## config.mk

```make
export PLATFORM = sky130hd
export DESIGN_NAME = slpl_core
export DESIGN_NICKNAME = d
export VERILOG_FILES = /design/src/core/slpl_core.v
export VERILOG_INCLUDE_DIRS = /design/src /design/src/core
export SDC_FILE = /design/constraint.sdc
export NUM_CORES = 1
export LEC_CHECK = 0
export ABC_AREA = 1
export BUFFER_PORTS_ARGS = -buffer_cell sky130_fd_sc_hd__buf_4
export CORE_ASPECT_RATIO = 1.4
export CORE_MARGIN = 2
export CORE_UTILIZATION = 40
export CTS_BUF_LIST = sky130_fd_sc_hd__clkbuf_4
export CTS_CLUSTER_DIAMETER = 30
export CTS_CLUSTER_SIZE = 10
export DETAILED_ROUTE_END_ITERATION = 10
export HOLD_SLACK_MARGIN = 0.03
export PLACE_DENSITY = 0.66
export REMOVE_ABC_BUFFERS = 1
export SLEW_MARGIN = 15
export SYNTH_ARGS = -nofsm -noshare
export SYNTH_HDL_FRONTEND = slang
export SYNTH_SLANG_ARGS = --single-unit
```

## constraint.sdc

```tcl
create_clock -name clk_sys -period 1.73 [get_ports clk_sys]
set_input_delay 0.346 -clock clk_sys [delete_from_list [all_inputs] [get_ports clk_sys]]
set_output_delay 0.346 -clock clk_sys [all_outputs]
set_load 0.01 [all_outputs]
```

## src/core/slpl_defines.vh

```
// constants for the serial port low-power and loopback block
// assumes a 40 mhz module clock and a 32-bit apb register bus
`ifndef SLPL_DEFINES_VH
`define SLPL_DEFINES_VH

// ****************************************
// register byte offsets
// ****************************************
`define SLPL_OFS_CTRL   8'h00
`define SLPL_OFS_BAUD   8'h04
`define SLPL_OFS_DATA   8'h08
`define SLPL_OFS_STAT   8'h0c
`define SLPL_OFS_MASK   8'h10

// ****************************************
// control field positions and reset value
// ****************************************
`define SLPL_CTRL_LOOP  0
`define SLPL_CTRL_RECEIVER_SOURCE_SELECT  1
`define SLPL_CTRL_TDIR  2
`define SLPL_CTRL_WAKE  3
`define SLPL_CTRL_RST   4'h0

// ****************************************
// status field positions (bits 0 to 2 sticky, write one to clear; busy bits live)
// ****************************************
`define SLPL_ST_TXDONE  0
`define SLPL_ST_RXFULL  1
`define SLPL_ST_RXEDGE  2
`define SLPL_ST_TXBUSY  3
`define SLPL_ST_RXBUSY  4

// ****************************************
// stop level encodings, baud reset value and last frame bit index
// ****************************************
`define SLPL_RUN        2'h0
`define SLPL_SHALLOW    2'h1
`define SLPL_MIDDLE     2'h2
`define SLPL_DEEPEST    2'h3
`define SLPL_BAUD_RST   16'h015b
`define SLPL_LAST_BIT   4'h9

`endif

```

## src/core/slpl_core.v

```verilog
// serial port with stop-level retention, loop and single-wire modes
// assumes apb master on clk_sys and pins synchronous to clk_sys
//
// Contract
// stop levels halt all serial activity
// middle and deepest stop clear registers
// shallow stop retains every register
// edge detector runs shallow, not middle
// shallow rx edge wakes if enabled
// resume from retained state after shallow
// software avoids stop mid-character
// receiver source picks loop or single-wire
// loop mode feeds tx to rx
// single-wire joins rx, tx, transmit pin
// direction zero makes transmit pin input
// direction one drives transmit pin
// single-wire receiver hears own transmissions
// loop clear means normal full duplex
//
// Chosen here: the APB interface to the registers and the address map.
`timescale 1ns/1ps
`include "slpl_defines.vh"

module slpl_core (
	// clock and reset
	input  wire        clk_sys,
	input  wire        rst_n,
	// apb slave
	input  wire        psel,
	input  wire        penable,
	input  wire        pwrite,
	input  wire [7:0]  paddr,
	input  wire [31:0] pwdata,
	output wire        pready,
	output wire        pslverr,
	output reg  [31:0] prdata,
	// chip stop level
	input  wire [1:0]  stop_level,
	// pins
	input  wire        txd_i,
	output wire        txd_o,
	output wire        txd_oe,
	input  wire        rxd_i,
	output wire        rxd_pin_owned,
	// events
	output wire        wake_o,
	output wire        irq
);

	// ****************************************
	// stop level decode
	// ****************************************
	wire       run_lvl;
	wire       shallow;
	wire       lost;
	assign run_lvl = (stop_level == `SLPL_RUN);
	assign shallow = (stop_level == `SLPL_SHALLOW);
	assign lost    = (stop_level == `SLPL_MIDDLE) | (stop_level == `SLPL_DEEPEST);

	// ****************************************
	// registers
	// ****************************************
	reg  [3:0]  ctrl_r;
	reg  [15:0] baud_r;
	reg  [2:0]  stat_r;
	reg  [2:0]  mask_r;
	reg  [7:0]  rx_data_r;
	reg         tx_busy_r;
	reg  [15:0] tx_cnt_r;
	reg  [3:0]  tx_bit_r;
	reg  [9:0]  tx_sh_r;
	reg         rx_busy_r;
	reg  [15:0] rx_cnt_r;
	reg  [3:0]  rx_bit_r;
	reg  [7:0]  rx_sh_r;
	reg         rx_prev_r;
	reg  [2:0]  stat_nxt;

	wire        loop_select;
	wire        receiver_source_select;
	wire        single_wire_tx_direction;
	wire        rx_edge_wake_enable;
	assign loop_select              = ctrl_r[`SLPL_CTRL_LOOP];
	assign receiver_source_select   = ctrl_r[`SLPL_CTRL_RECEIVER_SOURCE_SELECT];
	assign single_wire_tx_direction = ctrl_r[`SLPL_CTRL_TDIR];
	assign rx_edge_wake_enable      = ctrl_r[`SLPL_CTRL_WAKE];

	// ****************************************
	// pin and receiver source steering
	// ****************************************
	wire tx_line;
	wire single_wire;
	wire rx_in;
	assign tx_line     = tx_busy_r ? tx_sh_r[0] : 1'b1;
	assign single_wire = loop_select & receiver_source_select;
	// loop: rx hears tx; single-wire: rx hears the shared pin line
	assign rx_in = ~loop_select ? rxd_i :
	               ~receiver_source_select ? tx_line :
	               single_wire_tx_direction ? tx_line :
	               txd_i;
	assign txd_o  = tx_line;
	assign txd_oe = ~(single_wire & ~single_wire_tx_direction);
	assign rxd_pin_owned = ~loop_select;

	// ****************************************
	// receive active-edge detector and wake
	// ****************************************
	wire edge_on;
	wire rx_edge;
	assign edge_on = run_lvl | shallow;
	assign rx_edge = edge_on & rx_prev_r & ~rx_in;
	assign wake_o  = shallow & rx_edge & rx_edge_wake_enable;

	// previous receive level, forced high in the middle and deepest levels
	always @(posedge clk_sys or negedge rst_n) begin
		if (!rst_n) begin
			rx_prev_r <= 1'b1;
		end else if (lost) begin
			rx_prev_r <= 1'b1;
		end else if (edge_on) begin
			rx_prev_r <= rx_in;
		end
	end

	// ****************************************
	// apb decode
	// ****************************************
	wire       acc;
	wire       wr;
	wire       hit;
	assign hit = (paddr == `SLPL_OFS_CTRL) | (paddr == `SLPL_OFS_BAUD) |
	             (paddr == `SLPL_OFS_DATA) | (paddr == `SLPL_OFS_STAT) |
	             (paddr == `SLPL_OFS_MASK);
	assign acc     = psel & penable;
	assign wr      = acc & pwrite & hit & run_lvl;
	assign pready  = 1'b1;                            // zero wait states
	assign pslverr = acc & ~hit;

	// read data captured in the setup phase
	always @(posedge clk_sys or negedge rst_n) begin
		if (!rst_n) begin
			prdata <= 32'h0000_0000;
		end else if (psel & ~penable) begin
			case (paddr)
			`SLPL_OFS_CTRL: prdata <= {28'h0, ctrl_r};
			`SLPL_OFS_BAUD: prdata <= {16'h0, baud_r};
			`SLPL_OFS_DATA: prdata <= {24'h0, rx_data_r};
			`SLPL_OFS_STAT: prdata <= {27'h0, rx_busy_r, tx_busy_r, stat_r};
			`SLPL_OFS_MASK: prdata <= {29'h0, mask_r};
			default:        prdata <= 32'h0000_0000;
			endcase
		end
	end

	// control, baud and mask registers
	always @(posedge clk_sys or negedge rst_n) begin
		if (!rst_n) begin
			ctrl_r <= `SLPL_CTRL_RST;
			baud_r <= `SLPL_BAUD_RST;
			mask_r <= 3'h0;
		end else if (lost) begin
			ctrl_r <= `SLPL_CTRL_RST;
			baud_r <= `SLPL_BAUD_RST;
			mask_r <= 3'h0;
		end else if (wr) begin                        // held in shallow, written only while running
			if (paddr == `SLPL_OFS_CTRL) ctrl_r <= pwdata[3:0];
			if (paddr == `SLPL_OFS_BAUD) baud_r <= pwdata[15:0];
			if (paddr == `SLPL_OFS_MASK) mask_r <= pwdata[2:0];
		end
	end

	// ****************************************
	// transmitter
	// ****************************************
	wire tx_start;
	wire tx_tick;
	assign tx_start = wr & (paddr == `SLPL_OFS_DATA) & ~tx_busy_r;
	assign tx_tick  = run_lvl & tx_busy_r & (tx_cnt_r == 16'h0000);

	// shift start, eight data bits and stop, lsb first
	always @(posedge clk_sys or negedge rst_n) begin
		if (!rst_n) begin
			tx_busy_r <= 1'b0;
			tx_cnt_r  <= 16'h0000;
			tx_bit_r  <= 4'h0;
			tx_sh_r   <= 10'h3ff;
		end else if (lost) begin
			tx_busy_r <= 1'b0;
			tx_cnt_r  <= 16'h0000;
			tx_bit_r  <= 4'h0;
			tx_sh_r   <= 10'h3ff;
		end else if (tx_start) begin
			tx_busy_r <= 1'b1;
			tx_cnt_r  <= baud_r - 16'h0001;
			tx_bit_r  <= 4'h0;
			tx_sh_r   <= {1'b1, pwdata[7:0], 1'b0};
		end else if (tx_tick) begin
			tx_cnt_r <= baud_r - 16'h0001;
			tx_sh_r  <= {1'b1, tx_sh_r[9:1]};
			tx_bit_r <= tx_bit_r + 4'h1;
			if (tx_bit_r == `SLPL_LAST_BIT) begin
				tx_busy_r <= 1'b0;
			end
		end else if (run_lvl & tx_busy_r) begin
			tx_cnt_r <= tx_cnt_r - 16'h0001;
		end
	end

	// ****************************************
	// receiver
	// ****************************************
	wire rx_start;
	wire rx_tick;
	wire rx_done;
	assign rx_start = run_lvl & ~rx_busy_r & rx_edge;
	assign rx_tick  = run_lvl & rx_busy_r & (rx_cnt_r == 16'h0000);
	assign rx_done  = rx_tick & (rx_bit_r == `SLPL_LAST_BIT) & rx_in;

	// sample mid-bit; a start bit gone high is treated as noise
	always @(posedge clk_sys or negedge rst_n) begin
		if (!rst_n) begin
			rx_busy_r <= 1'b0;
			rx_cnt_r  <= 16'h0000;
			rx_bit_r  <= 4'h0;
			rx_sh_r   <= 8'h00;
			rx_data_r <= 8'h00;
		end else if (lost) begin
			rx_busy_r <= 1'b0;
			rx_cnt_r  <= 16'h0000;
			rx_bit_r  <= 4'h0;
			rx_sh_r   <= 8'h00;
			rx_data_r <= 8'h00;
		end else if (rx_start) begin
			rx_busy_r <= 1'b1;
			rx_cnt_r  <= {1'b0, baud_r[15:1]};
			rx_bit_r  <= 4'h0;
		end else if (rx_tick) begin
			rx_cnt_r <= baud_r - 16'h0001;
			rx_bit_r <= rx_bit_r + 4'h1;
			if (rx_bit_r == 4'h0) begin
				rx_busy_r <= ~rx_in;
			end else if (rx_bit_r == `SLPL_LAST_BIT) begin
				rx_busy_r <= 1'b0;
				if (rx_in) begin
					rx_data_r <= rx_sh_r;
				end
			end else begin
				rx_sh_r <= {rx_in, rx_sh_r[7:1]};
			end
		end else if (run_lvl & rx_busy_r) begin
			rx_cnt_r <= rx_cnt_r - 16'h0001;
		end
	end

	// ****************************************
	// sticky status and interrupt
	// ****************************************
	wire [2:0] ev;
	wire [2:0] clr;
	assign ev[`SLPL_ST_TXDONE] = tx_tick & (tx_bit_r == `SLPL_LAST_BIT);
	assign ev[`SLPL_ST_RXFULL] = rx_done;
	assign ev[`SLPL_ST_RXEDGE] = rx_edge;
	assign clr = (wr & (paddr == `SLPL_OFS_STAT)) ? pwdata[2:0] : 3'h0;

	// set wins over a write-one clear in the same cycle
	always @* begin
		stat_nxt = (stat_r & ~clr) | ev;
	end

	always @(posedge clk_sys or negedge rst_n) begin
		if (!rst_n) begin
			stat_r <= 3'h0;
		end else if (lost) begin
			stat_r <= 3'h0;
		end else begin
			stat_r <= stat_nxt;
		end
	end

	assign irq = |(stat_r & mask_r);

endmodule

```

==> Word-level counts from Yosys, hierarchy flattened <==
Index checks and enable logic that the tools add are counted.
{ "totals": {"output_inout_bits": 39, "regBits": 127} }
{ "op_classes": {"addsub": 5, "bitwise_logic": 42, "muxes": 55, "n_eq_ne": 12, "n_reduce_logical": 27} }
{ "op_table": {"columns": ["operator", "n"], "rows": [
  ["$mux 16", 11],
  ["$mux 8", 11],
  ["$pmux 16 s5", 1],
  ["$sub 16x1->16 const B", 3],
  ["$mux 4", 9],
  ["$logic_not 16->1", 2],
  ["$mux 10", 3],
  ["$and 1x1->1", 24],
  ["$eq 8x4->1 const B", 2],
  ["$reduce_bool 2->1", 8],
  ["$mux 1", 15],
  ["$mux 3", 5],
  ["$reduce_bool 4->1", 3],
  ["$reduce_and 2->1", 5],
  ["$reduce_bool 3->1", 3],
  ["$add 4x1->4 const B", 2],
  ["$eq 4x4->1 const B", 2],
  ["$eq 8x3->1 const B", 1],
  ["$eq 8x5->1 const B", 1],
  ["$logic_not 8->1", 1],
  ["$not 1->1", 8],
  ["$and 3x3->3", 2],
  ["$ne 2x2->1 const B", 3],
  ["$or 1x1->1", 6],
  ["9 further kinds", 10]
]} }

==> Depth between registers and ports, before layout <==
Gate-level depths: netlist (run 1).
{ "depth": {"depth_word": 13, "depth_mapped": 12, "ltp_nobuf": 12} }

==> Worst setup path after synthesis (run 1) <==
Ideal clock, no wire load.
{ "synth_path": {"path_type": "register -> output", "start": "register ctrl_r[0]", "end": "output wake_o", "arrival_ps": 1336, "path_buffers": 0, "path_stages_with_launch": 7, "t_required_ps": 1384, "path_slack_ps": 48, "cell_sequence": "dfrtp_1 > or2_2 > nand2_1 > nand2_1 > nor2_1 > inv_1 > nor2_1"} }
{ "synth_between": {"elab_chain_cells": 5} }
{ "synth_rtl": {"columns": ["item", "line", "text"], "rows": [
  ["start, declared", "slpl_core.v:63", "reg [3:0] ctrl_r;"],
  ["start signal, assigned", "slpl_core.v:158", "ctrl_r <= `SLPL_CTRL_RST;"],
  ["start signal, assigned", "slpl_core.v:162", "ctrl_r <= `SLPL_CTRL_RST;"],
  ["start signal, assigned", "slpl_core.v:166", "if (paddr == `SLPL_OFS_CTRL) ctrl_r <= pwdata[3:0];"],
  ["$mux 1", "slpl_core.v:97", "assign rx_in = ~loop_select ? rxd_i :"],
  ["$not 1->1", "slpl_core.v:111", "assign rx_edge = edge_on & rx_prev_r & ~rx_in;"],
  ["$and 1x1->1", "slpl_core.v:111", null],
  ["$and 1x1->1 (2 in series)", "slpl_core.v:112", "assign wake_o = shallow & rx_edge & rx_edge_wake_enable;"],
  ["end, declared", "slpl_core.v:46", "output wire wake_o,"]
]} }
No other way between the ends.

==> Final worst setup path (run 1) <==
{ "layout_path": {"start": "register tx_sh_r[0]", "end": "output wake_o"} }
{ "layout_between": {"elab_chain_cells": 8} }
{ "layout_rtl": {"columns": ["item", "line", "text"], "rows": [
  ["start, declared", "slpl_core.v:71", "reg [9:0] tx_sh_r;"],
  ["start signal, assigned", "slpl_core.v:196", "tx_sh_r <= {1'b1, pwdata[7:0], 1'b0};"],
  ["start signal, assigned", "slpl_core.v:199", "tx_sh_r <= {1'b1, tx_sh_r[9:1]};"],
  ["$mux 1 *", "slpl_core.v:94", "assign tx_line = tx_busy_r ? tx_sh_r[0] : 1'b1;"],
  ["$mux 1", "slpl_core.v:99", "single_wire_tx_direction ? tx_line :"],
  ["$mux 1 *", "slpl_core.v:98", "~receiver_source_select ? tx_line :"],
  ["$mux 1 *", "slpl_core.v:97", null],
  ["$not 1->1 *", "slpl_core.v:111", null],
  ["$and 1x1->1 *", "slpl_core.v:111", null],
  ["$and 1x1->1 * (2 in series)", "slpl_core.v:112", null]
]} }
Mark *: on every way between the ends. The rest lies on a longest branch, timed or not.

==> results of run 1 <==
[worst paths after layout]
kind	from	to	slack, ns	cells past startpoint
max	tx_sh_r[0]	wake_o	-0.37	10
min	pwdata[5]	baud_r[5]	0.07	3
max reg2reg	tx_sh_r[0]	rx_cnt_r[4]	-0.03	11
min reg2reg	tx_sh_r[2]	tx_sh_r[2]	0.48	2
max in group asynchronous	rst_n	baud_r[6]	0.85	3
min in group asynchronous	rst_n	rx_sh_r[1]	0.24	2
[metal layers]
metal / wire length (um) / vias to the layer above
met3: 869 / 46
li1: - / 3636
met4: 736 / 0
met1: 8480 / 3423
met5: 0 / -
met2: 11000 / 209
[cells in the final DEF (no fill, tap or decap), types with 11 or more instances in the layout]
master	Yosys	routed
nand2_1	310	287
buf_4	20	171
nand3_1	123	115
inv_1	104	97
nor2_1	119	94
dfrtp_1	94	92
o21ai_1	30	33
nand4_1	29	29
nand2_2	8	25
nor2_4	6	20
nor2_2	8	19
conb_1	2	17
dfstp_2	16	16
a21oi_1	17	15
o21ai_0	21	12
inv_2	7	12
xor2_1	12	11
nand2_4	4	11
buf_6	6	11
[worst reg2reg max path, stage by stage (launching register included)]
cell and delay, ns:
dfstp_2 0.56, inv_2 0.04, nand2_2 0.07, nand2_2 0.07
nand3_4 0.09, nand2_4 0.07, buf_4 0.16, nand3_4 0.10
nand3_4 0.15, buf_6 0.18, nand4_1 0.10, nand2_1 0.07
[Yosys cell counts (all sizes together) (10+ instances only)]
library cell,number
a21oi,17
buf,35
clkbuf,11
dfrtp,94
dfstp,16
ha,10
inv,111
nand2,322
nand3,130
nand4,29
nor2,134
o21ai,52
xor2,12
[sequential cells by signal, summed over array words and instances (netlist names), 4 cells and up]
register   count
baud_r        16
tx_sh_r        9
ctrl_r         4
prdata        16
tx_bit_r       4
rx_cnt_r      16
rx_sh_r        8
rx_data_r      8
rx_bit_r       4
tx_cnt_r      16
[final cells by class]
type,count,area [um^2],area share
sequential,110,2780,0.295
clock buffer,9,67.6,0.00717
multi-input combinational,774,4160,0.441
inverter,113,435,0.0462
tap,236,295,0.0313
timing repair buffer,195,1620,0.172
timing repair inverter,1,5.00,0.000531
clock inverter,7,65.1,0.00691
antenna,1,2.50,0.000266
[cell families after synthesis]
family                   count (synthesis)  synth area share
buffers and inverters                  159             0.101
adder cells (fa/ha/maj)                 10            0.0175
flip-flops                             110             0.387
other                                    2           0.00105
AND/OR/NAND/NOR                        629             0.393
AO/OA/AOI/OAI                           95            0.0750
XOR/XNOR                                21            0.0257
[what timing repair did]
action                                  CTS  global route
endpoints found under the hold margin    68             0
endpoints found under the setup margin   33            72
hold buffers                              5             0
resized for setup                        26           118
pin swaps                                 9            40
cloned                                    2             4
setup buffers                             8            19
[power breakdown]
part | internal [uW] | switching (uW)
clock | 328 | 978
combinational | 580 | 842
sequential | 2690 | 104
[metrics by stage]
| step | cell area, um^2 | std cells |
|---|---|---|
| 2_1_floorplan | 6920 | 995 |
| 3_3_place_gp | 8510 | 1394 |
| 3_5_place_dp | 8510 | 1394 |
| 4_1_cts | 8850 | 1424 |
| 5_1_grt | 9420 | 1446 |
| 6_report | 9420 | 1446 |
==> flow_summary.ini, run 1 <==
[yosys]
synth.top_cells.by_area = dfrtp_1, nand2_1, nand3_1
synth-warning-count = 0
synthArstFlopShare = 1.00
netlist-cell-type-count = 43
syn-cell-area_um2 = 7170
ys_ff_latch = 110
syn_avg_cell_area_um2 = 6.99
synth.largest_area_cell = dfrtp_1
synth_sequential_area_ratio = 0.387
synth_top_cell_area_share = 0.328
synth_enable_flop_cells = 0
synth_flop_cell = dfrtp_1
synth_cells = 1026

[layout]
final_net_count = 1263
signed_area_change_from_the_synthesized_netlist_to_the_final_layout_pct = 31.4
fill_cells = 1684
finalCoreUtilization = 0.539
drive_above_1_share = 0.291

[clocking]
tritoncts_clock_tree = built
htree_levels = 3
clock_latency_at_the_later_pin_of_the_worst_skew_pair_ns = 0.51
clock_sink_count = 110
cts_buffers = 9
clock_transition_at_the_register_clock_pins_on_the_worst_setup_and_hold_paths_after_cts_ns = 0.18
clk_path_buf_depth = 2
cts_root_buf = clkbuf_4

[worst_setup_path]
endpoint_kind = primary output
crit_path_max_fo = 2
worst_path_largest_cell_delay_ns = 0.56
critPathRequiredTime_ns = 1.38
startpoint_type = flip-flop
worst_path_dominant_cell_family = flip-flops
critical_path.cell_chain = inv_2 > nand2_2 > nand2_2 > nand3_4 > nand2_4 > nand2_4 > nor2_4 > inv_2 > nor2_4 > buf_6
crit_arrival_ns = 1.76
timing.critical_path.slowest_stage_cell = dfstp_2
criticalPathCategory = flip-flop to primary output
critical_path.n_buffers_inverters = 3

[global_routing]
number_of_global_route_vias_before_repair = 6706
grt_first_pass_wirelength_mm = 33.3
global_route.overflow_total = 0
grt.busiest_layer = met2
groute.layer.met3.usage = 0.0201
grtUsageMet2 = 0.392
grt_usage = 0.224
largest_net_degree_at_the_start_of_global_routing = 41
grt.met1_usage = 0.277
antenna_found_initial = 1

[timing]
timing.fmax_ghz = 0.475
finalHoldViolations = 0
slew_viol_final = 0
rsz0062_at_grt = true
timing.final.crit_period_ns = 2.10
setup_viol_count_final = 9
timing.clock.skew_ns = 0.0160
postLayoutSetupSlackWorst_ns = -0.375
final.period_utilization = 1.22
timing.setup.tns_ns = -0.696
fin_hold_ws_ns = 0.0704

[detailed_routing]
detailroute.via_count = 7314
routed_wl_mm = 21.1
wire_per_inst_um = 14.6
vias_per_cell = 5.06
initialDrtViolationCount = 617
ant_nets = 0
drtPass1Iterations = 8
drc = 0

[floorplan]
core_um2 = 17500
start_util = 0.410
die_height_um = 162
number_of_placement_rows = 57
fp.dieArea_um2 = 19000
io_pins = 88
die_width_um = 117

[worst_hold_path]
hold_wc_path_type = input port to flip-flop

[run]
cap_viol_max_count = 0

[power_and_ir_drop]
power-per-cell-area_nw_per_um2 = 586
leak_uw = 0.00485
ir_drop_v = 0.000337
finalPower_uw = 5520

[place]
port_buffers = 54
place_congestion = 0.951
detailed_place_hpwl_mm = 15.6
post-place-ws_ns = -0.148

[run_status]
outcome = complete, but fails checks
failing_checks = setup timing
Note: power is estimated with default switching activity, not from simulation.
==> run 2, diff against run 1 <==
CAP_MARGIN = 0   (was unset)
clock period = 2.4 ns   (was 1.73 ns; I/O delays follow)
==> run 2 against run 1 <==
- the run now ends clean
- sequential cell count stayed put
- die area stayed put
- largest cell class unchanged
- core utilization is 7.4 points lower
- cell area is 14% lower
- global-route usage is 1.2 points lower
- hold slack better by 0.11 ns
==> flow_summary.ini, run 2 (synthesis gave the netlist of run 1 again) <==
[run_status]
outcome = finished, final reports clean

[clocking]
tritoncts_clock_tree = built
cts_root_buf = clkbuf_4
clk_path_buf_depth = 2
cts_buffers = 9
clock_sink_count = 110
clock_latency_at_the_later_pin_of_the_worst_skew_pair_ns = 0.51
clock_transition_at_the_register_clock_pins_on_the_worst_setup_and_hold_paths_after_cts_ns = 0.20
htree_levels = 3

[timing]
timing.clock.skew_ns = 0.0197
timing.final.crit_period_ns = 2.35
timing.fmax_ghz = 0.426
final.period_utilization = 0.979
postLayoutSetupSlackWorst_ns = 0.0513
finalHoldViolations = 0
worst_slew_margin_relative_to_its_limit = 0.615
setup_viol_count_final = 0
worst_slew_pin_slew_ns = 0.577
slew_viol_final = 0

[floorplan]
number_of_placement_rows = 57
die_height_um = 162
die_width_um = 117
start_util = 0.410
fp.dieArea_um2 = 19000
io_pins = 88
core_um2 = 17500

[power_and_ir_drop]
clk_network_pwr_share = 0.261
ir_drop_v = 0.000223
internal_power_uw = 2460
seqPwrFrac = 0.534
leak_uw = 0.00421
power-per-cell-area_nw_per_um2 = 465
power.share.switching = 0.348
p_comb_frac = 0.205
netSwitchingPower_uw = 1310

[global_routing]
grt_usage = 0.212
largest_net_degree_at_the_start_of_global_routing = 41
antenna_found_initial = 1
groute.layer.met3.usage = 0.0223
global_route.overflow_total = 0
grt.met1_usage = 0.263
grt_first_pass_wirelength_mm = 31.8
number_of_global_route_vias_before_repair = 6456
grtUsageMet2 = 0.365
grt.busiest_layer = met2

[detailed_routing]
routed_wl_mm = 19.3
ant_nets = 0
drc = 0
initialDrtViolationCount = 514
drtPass1Iterations = 5
wire_per_inst_um = 14.3
vias_per_cell = 5.03
detailroute.via_count = 6762

[worst_setup_path]
worst_r2r_endpoint = rx_cnt_r[9]
critical_path.n_buffers_inverters = 2
cp_common_cell = nand2_2
endpoint_kind = primary output
worst_path_dominant_cell_family = simple AND/OR/NAND/NOR gates
crit_arrival_ns = 1.87
regToRegStartpoint = tx_sh_r[0]
criticalPathCategory = flip-flop to primary output
critical_path.cell_chain = or2_4 > nand2_2 > nand2_2 > nor2_4 > inv_2 > nor2_2 > buf_4
r2r.worst_path.cells = 12
critPathRequiredTime_ns = 1.92
worst_path_largest_cell_delay_ns = 0.48
setup.reg_to_reg.worst_slack_ns = 0.37
crit_path_max_fo = 3
timing.critical_path.slowest_stage_cell = dfrtp_2
startpoint_type = flip-flop

[place]
post-place-ws_ns = 0.228
port_buffers = 54
place_congestion = 0.947
detailed_place_hpwl_mm = 14.6
post_dp_cell_area_um2 = 7840

[worst_hold_path]
hold_depth = 3
worst_hold_startpoint = pwdata[14]
hold_wc_path_type = input port to flip-flop
whs_endpoint = baud_r[14]

[layout]
signed_area_change_from_the_synthesized_netlist_to_the_final_layout_pct = 13.3
final_net_count = 1160
commonest_cells_after_routing_fill_and_taps_aside = nand2_1, nand3_1, nor2_1
design_area_um2 = 8120
most_common_cell_after_layout_fill_and_taps_aside = nand2_1
drive_above_1_share = 0.164

[run]
cap_viol_max_count = 0
## run 2: per-stage QoR
step                power [uW]  instances  setup TNS [ns]  hold WS [ns]   util
finish                    3770       1343               0         0.181  0.465
floorplan                 2530        995               0         0.184      -
CTS                       3800       1340               0         0.154  0.464
global placement          2800       1312               0         0.456  0.449
detailed placement        2810       1312               0         0.459  0.449
global route              3980       1343       -0.000121         0.185  0.465
## run 2: power groups by stage
stage | sequential (uW) | combinational, uW | clock (uW)
after floorplan | 2030 | 498 | 0
after global placement | 2040 | 754 | 0
after detailed placement | 2040 | 762 | 0
after CTS | 2010 | 773 | 1020
after global routing | 2030 | 881 | 1070
final | 2010 | 775 | 985
## run 2: timing repair
item,CTS,global route
endpoints found under the setup margin,1,1
hold endpoints to repair,30,0
setup buffers,11,2
resized for setup,9,0
pin swaps,5,2
hold buffers,1,0
## run 2: worst max-delay path by stage
stage	from	endpoint	slack, ns	cells after the start
3_3_place_gp	rxd_i	wake_o	0.22	8
6_report	ctrl_r[0]	wake_o	0.05	7
3_5_place_dp	rxd_i	wake_o	0.23	8
5_1_grt	ctrl_r[2]	wake_o	-0.0001	10
4_1_cts	ctrl_r[1]	wake_o	0.008	10
2_1_floorplan	rxd_i	wake_o	0.36	6
## run 2: worst min-delay path, delay by kind of cell
| family | cells | cell delay [ns] |
|---|---|---|
| buffers and inverters | 1 | 0.08 |
| AO/OA/AOI/OAI | 1 | 0.06 |
| AND/OR/NAND/NOR | 1 | 0.04 |
## run 2: cell type report
cell class,instances,area [um^2]
Antenna cell,1,2.50
Tap cell,236,295
Clock buffer,9,67.6
Clock inverter,7,80.1
Sequential cell,110,2770
Inverter,113,425
Multi-Input combinational cell,772,3750
Timing Repair Buffer,95,728
Fill cell,1817,9350
## run 2: metal layers
layer	part of all wire	wire length, um
met5	0	0
met3	0.034	661
met1	0.42	8130
met2	0.51	9850
met4	0.031	600
